--- config.mk ---
export PLATFORM = sky130hd
export DESIGN_NAME = lcag_gate
export DESIGN_NICKNAME = d
export VERILOG_FILES = /design/src/rtl/lcag_pkg.sv /design/src/rtl/lcag_policy.sv /design/src/rtl/lcag_gate.sv
export SDC_FILE = /design/constraint.sdc
export NUM_CORES = 1
export LEC_CHECK = 0
export BUFFER_PORTS_ARGS = -buffer_cell sky130_fd_sc_hd__buf_2
export CAP_MARGIN = 10
export CORE_AREA = 8 8 45 47
export DETAILED_ROUTE_END_ITERATION = 7
export DIE_AREA = 0 0 53 55
export PLACE_DENSITY = 0.72
export SLEW_MARGIN = 30
export SYNTH_ARGS = -nofsm -noshare
export SYNTH_HDL_FRONTEND = slang
export SYNTH_SLANG_ARGS = --single-unit
--- constraint.sdc ---
create_clock -name ref_clk -period 2.8 [get_ports ref_clk]
set_input_delay 0.56 -clock ref_clk [delete_from_list [all_inputs] [get_ports ref_clk]]
set_output_delay 0.56 -clock ref_clk [all_outputs]
set_load 0.01 [all_outputs]
--- src/rtl/lcag_pkg.sv ---
/*
 * Constants, types and state list for the lifecycle access gate.
 * Assumes one synchronous clock domain and an active-low async reset.
 */
package lcag_pkg;

    typedef enum logic [3:0] {
        chip_manufacturing_state,
        secure_software_development_state,
        nonsecure_software_development_state,
        deployed_state,
        locked_debug_state,
        locked_boot_state,
        return_request_state,
        return_acknowledged_state
    } lcag_state_t;

    typedef enum logic [1:0] {
        no_debug_level,
        nonsecure_only_debug_level,
        full_debug_level
    } lcag_dbg_t;

    // Serial programming scope
    typedef struct packed {
        logic available;
        logic nonsec_flash;
        logic sec_flash;
    } lcag_scope_t;

    // Transition request from bootloader side
    typedef struct packed {
        logic        valid;
        logic        initialize;
        logic        authenticated;
        lcag_state_t target;
    } lcag_req_t;

    localparam lcag_state_t LCAG_RESET_STATE = chip_manufacturing_state;
    localparam logic [3:0]  LCAG_RANK_NONE   = 4'h0;

endpackage : lcag_pkg

--- src/rtl/lcag_policy.sv ---
/*
 * Combinational map from lifecycle state to debug level and serial scope.
 * Assumes its state input is a registered value.
 */
`timescale 1ns/1ps
module lcag_policy (
    // State
    input  wire lcag_pkg::lcag_state_t state,
    // Grants
    output lcag_pkg::lcag_dbg_t        dbg_level,
    output lcag_pkg::lcag_scope_t      scope
);
    always_comb
    begin
        dbg_level = lcag_pkg::no_debug_level;
        scope     = '{available: 1'b1, nonsec_flash: 1'b0, sec_flash: 1'b0};
        case (state)
            lcag_pkg::chip_manufacturing_state:
                dbg_level = lcag_pkg::full_debug_level;
            lcag_pkg::secure_software_development_state:
            begin
                dbg_level = lcag_pkg::full_debug_level;
                scope     = '{1'b1, 1'b1, 1'b1};
            end
            lcag_pkg::nonsecure_software_development_state:
            begin
                dbg_level = lcag_pkg::nonsecure_only_debug_level;
                scope     = '{1'b1, 1'b1, 1'b0};
            end
            lcag_pkg::deployed_state:
                dbg_level = lcag_pkg::no_debug_level;
            lcag_pkg::locked_debug_state:
                dbg_level = lcag_pkg::no_debug_level;
            lcag_pkg::locked_boot_state:
                scope = '{1'b0, 1'b0, 1'b0};
            lcag_pkg::return_request_state:
                dbg_level = lcag_pkg::no_debug_level;
            lcag_pkg::return_acknowledged_state:
                dbg_level = lcag_pkg::full_debug_level;
            default:
                scope = '{1'b0, 1'b0, 1'b0};
        endcase
    end
endmodule : lcag_policy

--- src/rtl/lcag_gate.sv ---
/*
 * Lifecycle access gate: holds the lifecycle state, applies transition
 * requests and gates debugger and serial-programming accesses.
 * Assumes all inputs synchronous to ref_clk; the flash erase engine
 * acknowledges the erase pulse elsewhere.
 */
`timescale 1ns/1ps
module lcag_gate (
    // Clock and reset
    input  wire logic                  ref_clk,
    input  wire logic                  reset_n,
    // Lifecycle transition requests
    input  wire lcag_pkg::lcag_req_t   trans_req,
    input  wire logic                  boot_mode,
    input  wire logic                  init_disabled,
    // Debugger access
    input  wire logic                  dbg_connect_req,
    input  wire logic                  dbg_acc_req,
    input  wire logic                  dbg_acc_secure,
    // Serial programming access
    input  wire logic                  sp_acc_req,
    input  wire logic                  sp_acc_flash,
    input  wire logic                  sp_acc_secure,
    // Status and grants
    output lcag_pkg::lcag_state_t      state,
    output lcag_pkg::lcag_dbg_t        dbg_level,
    output logic                       dbg_connect_ok,
    output logic                       dbg_acc_ok,
    output logic                       sp_acc_ok,
    output logic                       flash_erase_all,
    output logic                       trans_done
);
    lcag_pkg::lcag_state_t state_r;
    lcag_pkg::lcag_state_t state_nxt;
    lcag_pkg::lcag_dbg_t   lvl;
    lcag_pkg::lcag_scope_t scope;
    logic                  erase_r;
    logic                  erase_nxt;
    logic                  done_r;
    logic                  done_nxt;

    // Access ranking; a forward move must go to a lower, nonzero rank
    function automatic logic [3:0] rank(input lcag_pkg::lcag_state_t s);
        case (s)
            lcag_pkg::chip_manufacturing_state:             rank = 4'h7;
            lcag_pkg::secure_software_development_state:    rank = 4'h6;
            lcag_pkg::nonsecure_software_development_state: rank = 4'h5;
            lcag_pkg::deployed_state:                       rank = 4'h4;
            lcag_pkg::return_request_state:                 rank = 4'h3;
            lcag_pkg::locked_debug_state:                   rank = 4'h2;
            lcag_pkg::locked_boot_state:                    rank = 4'h1;
            default:
                rank = lcag_pkg::LCAG_RANK_NONE;
        endcase
    endfunction : rank

    lcag_policy u_policy (
        .state     (state_r),
        .dbg_level (lvl),
        .scope     (scope)
    );

    wire req_ok  = trans_req.valid && boot_mode && scope.available;
    wire do_init = req_ok && trans_req.initialize && !init_disabled;
    wire do_fwd  = req_ok && !trans_req.initialize &&
                   !trans_req.authenticated &&
                   (rank(trans_req.target) < rank(state_r)) &&
                   (rank(trans_req.target) != lcag_pkg::LCAG_RANK_NONE);
    wire do_auth = req_ok && !trans_req.initialize &&
                   trans_req.authenticated &&
                   state_r == lcag_pkg::nonsecure_software_development_state &&
                   trans_req.target ==
                   lcag_pkg::secure_software_development_state;

    always_comb
    begin
        state_nxt = state_r;
        erase_nxt = 1'b0;
        done_nxt  = 1'b0;
        if (do_init)
        begin
            state_nxt = lcag_pkg::secure_software_development_state;
            erase_nxt = 1'b1;
            done_nxt  = 1'b1;
        end
        else if (do_fwd || do_auth)
        begin
            state_nxt = trans_req.target;
            done_nxt  = 1'b1;
        end
    end

    always_ff @(posedge ref_clk or negedge reset_n)
    begin
        if (!reset_n)
        begin
            state_r <= lcag_pkg::LCAG_RESET_STATE;
            erase_r <= 1'b0;
            done_r  <= 1'b0;
        end
        else
        begin
            state_r <= state_nxt;
            erase_r <= erase_nxt;
            done_r  <= done_nxt;
        end
    end

    // Grants from the registered state only
    wire dbg_on = lvl != lcag_pkg::no_debug_level;
    wire dbg_ok_acc = dbg_on && (lvl == lcag_pkg::full_debug_level ||
                      !dbg_acc_secure);
    wire sp_ok  = boot_mode && scope.available && (!sp_acc_flash ||
                  (sp_acc_secure ? scope.sec_flash : scope.nonsec_flash));

    assign state           = state_r;
    assign dbg_level       = lvl;
    assign dbg_connect_ok  = dbg_connect_req && dbg_on;
    assign dbg_acc_ok      = dbg_acc_req && dbg_ok_acc;
    assign sp_acc_ok       = sp_acc_req && sp_ok;
    assign flash_erase_all = erase_r;
    assign trans_done      = done_r;
endmodule : lcag_gate

==> results by group <==
Route
  • DR vias: 535
  • Iter 0 DRT Violations: 15
  • Pre-antenna DRT Iters: 4
  • Wire length per cell: 14.2 um
  • DRC Markers: 0
  • Post-DRT Antenna Nets: 0
  • DRT Wirelength: 1420 um
  • Vias per std cell: 5.35

Finish
  • Post-route cell area: 689 um^2
  • Antenna diodes: 0
  • P&R area growth vs syn: 30.9%
  • Utilization after layout: 49.8%
  • Fill count: 144
  • Layout cell share with drive strength beyond 1: 44.0%
  • Nets: 105

Clock tree
  • Post-CTS setup buffers: 0
  • PostCTS Resize Cnt: 0
  • CTS root buf: clkbuf_4
  • Clk buf depth: 2
  • Clock Latency Late Sink: 0.25 ns
  • H-tree depth: 1
  • Reg clk slew, reported paths: 0.05 ns
  • Total CTS buffers: 3
  • # hold bufs at CTS: 0
  • CTS tree: built
  • Clk sinks: 6

Place
  • Pre-CTS WS: 0.641 ns
  • Post-DP HPWL: 1150 um
  • Placement Cell Area: 667 um^2
  • PortBufs: 27
  • Routability cong.: 0.833

Logic synthesis
  • Share of synthesized registers carrying an async set or reset: 100%
  • Synth unique cells: 32
  • Number of flops mapped to enable cells by yosys: 0
  • Synthesized area per cell: 9.41 um^2
  • Gate Count Post-Synth: 56
  • Top FF cell, synth: dfrtp_1
  • Cell Area, Synth: 527 um^2
  • Syn Nets: 75
  • FF+latch count, synth: 6
  • Synthesis Warnings: 0
  • Register area share after synthesis: 28.5%

STA
  • Hold violation count in the final report: 0
  • Slew margin rel.: 60.2%
  • Setup TNS: 0 ns
  • Min cycle time layout: 2.18 ns
  • Final Worst Setup Slack: 0.625 ns
  • Layout Skew: 0.00513 ns
  • Crit share post-route: 77.7%
  • Endpoints failing setup: 0
  • Worst-Margin Slew: 0.590 ns
  • Max Slew Vio Count: 0
  • Fmax: 460 MHz
  • RSZ-0062 raised after global routing: false

Job
  • Max Cap Violations: 0

Die
  • DIE HEIGHT: 55 um
  • Row count: 14
  • Starting Density: 38.1%
  • Die Wd: 53 um
  • Core area: 1380 um^2
  • Full die area: 2920 um^2
  • IO Pins: 28

Worst setup path
  • Worst EP arrival: 2.30 ns
  • Largest fanout of any net on the critical path: 9
  • Worst path required time: 2.93 ns
  • CP endpoint kind: flop
  • Reg2Reg Depth: 6
  • WS Path Type: reg2reg
  • Reg2reg start: state[3]
  • Crit path launch type: flop
  • Worst setup startpoint: state[3]

Global route
  • Grt ovf: 0
  • Total track usage: 10.1%
  • Largest net degree at the start of global routing: 10
  • First-pass GRT wire length: 2200 um
  • Vias in the first global route: 513
  • Initial antenna violation count: 0

Pwr
  • P per Cell Area: 426 nW/um^2
  • Leak: 0.353 nW
  • Peak supply drop: 0.184 mV
  • Pwr Total: 0.000294 W

Hold path
  • Class of the worst hold path: in2async

Status
  • Outcome: completed
area by class of cell:
cell class | count | area, um^2 | area share (%)
clock buffers | 3 | 22.5 | 3.27
inverters | 1 | 3.75 | 0.544
multi-input cells | 47 | 358 | 51.9
flip-flops and latches | 6 | 150 | 21.8
well taps | 16 | 20.0 | 2.90
repair buffers | 27 | 135 | 19.6
metrics by stage:
stage	hold slack, ns	instances
2_1_floorplan	0.264	56
3_3_place_gp	0.385	97
3_5_place_dp	0.385	97
4_1_cts	0.122	100
5_1_grt	0.126	100
6_report	0.122	100
critical path: stages (launching register included):
cell and delay [ns]:
dfrtp_1 0.47, or2_2 0.35, ha_1 0.18, or4_1 0.50
a211o_1 0.33, o21ai_1 0.13, a21oi_1 0.08
kinds of logic (layout without fill, tap and decap cells):
logic type               count (synthesis)  count (layout)  synth area share [%]
AO/OA/AOI/OAI                           19              19                  25.4
adder cells (fa/ha/maj)                  2               2                  4.75
AND/OR/NAND/NOR                         24              24                  34.4
flip-flops                               6               6                  28.5
buffers and inverters                    3              31                  3.56
XOR/XNOR                                 2               2                  3.33
worst paths after layout:
path / to / slack, ns
min in group ref_clk: state[3] / 0.57
worst max register to register: state[1] / 0.62
max in group asynchronous: trans_done / 2.53
worst min-delay path: flash_erase_all / 0.12
worst min register to register: state[3] / 0.57
worst max-delay path: state[1] / 0.62
metal layers:
layer  vias to the layer above  part of all wire, %  GRT usage (%)
li1                        267                    -              -
met1                       246                   42           11.7
met2                        20                   48           16.2
met3                         2                  9.6           2.41
met4                         0                 0.78           6.47
met5                         -                    0              0
power by group:
| part | total (W) | switching [W] | internal, W |
|---|---|---|---|
| Clock | 0.0000806 | 0.0000321 | 0.0000485 |
| Combinational | 0.000104 | 0.0000506 | 0.0000529 |
| Sequential | 0.000110 | 0.0000159 | 0.0000937 |
sequential cells by signal (all words and copies together), names as in the netlist:
register and cells:
flash_erase_all 1, state 4, trans_done 1
cells in the mapped netlist (2+ instances only):
cell | n | area, um^2
o21ai_1 | 3 | 15.0
nor2b_1 | 7 | 43.8
dfrtp_1 | 6 | 150
nand3_1 | 4 | 20.0
o21a_1 | 2 | 15.0
a21oi_1 | 4 | 20.0
nor3b_1 | 2 | 15.0
ha_1 | 2 | 25.0
xnor2_1 | 2 | 17.5
a211o_1 | 2 | 17.5
placed cells by master, fill, tap and decap left out, drive strengths merged, types with 2 or more instances in the layout:
cell type / n
a211o: 2
dfrtp: 6
o21a: 2
ha: 2
nor2b: 7
a21oi: 4
xnor2: 2
clkbuf: 3
o21ai: 4
nand3: 4
a211oi: 2
buf: 27
nor3b: 2
(Power assumes the default switching activity.)
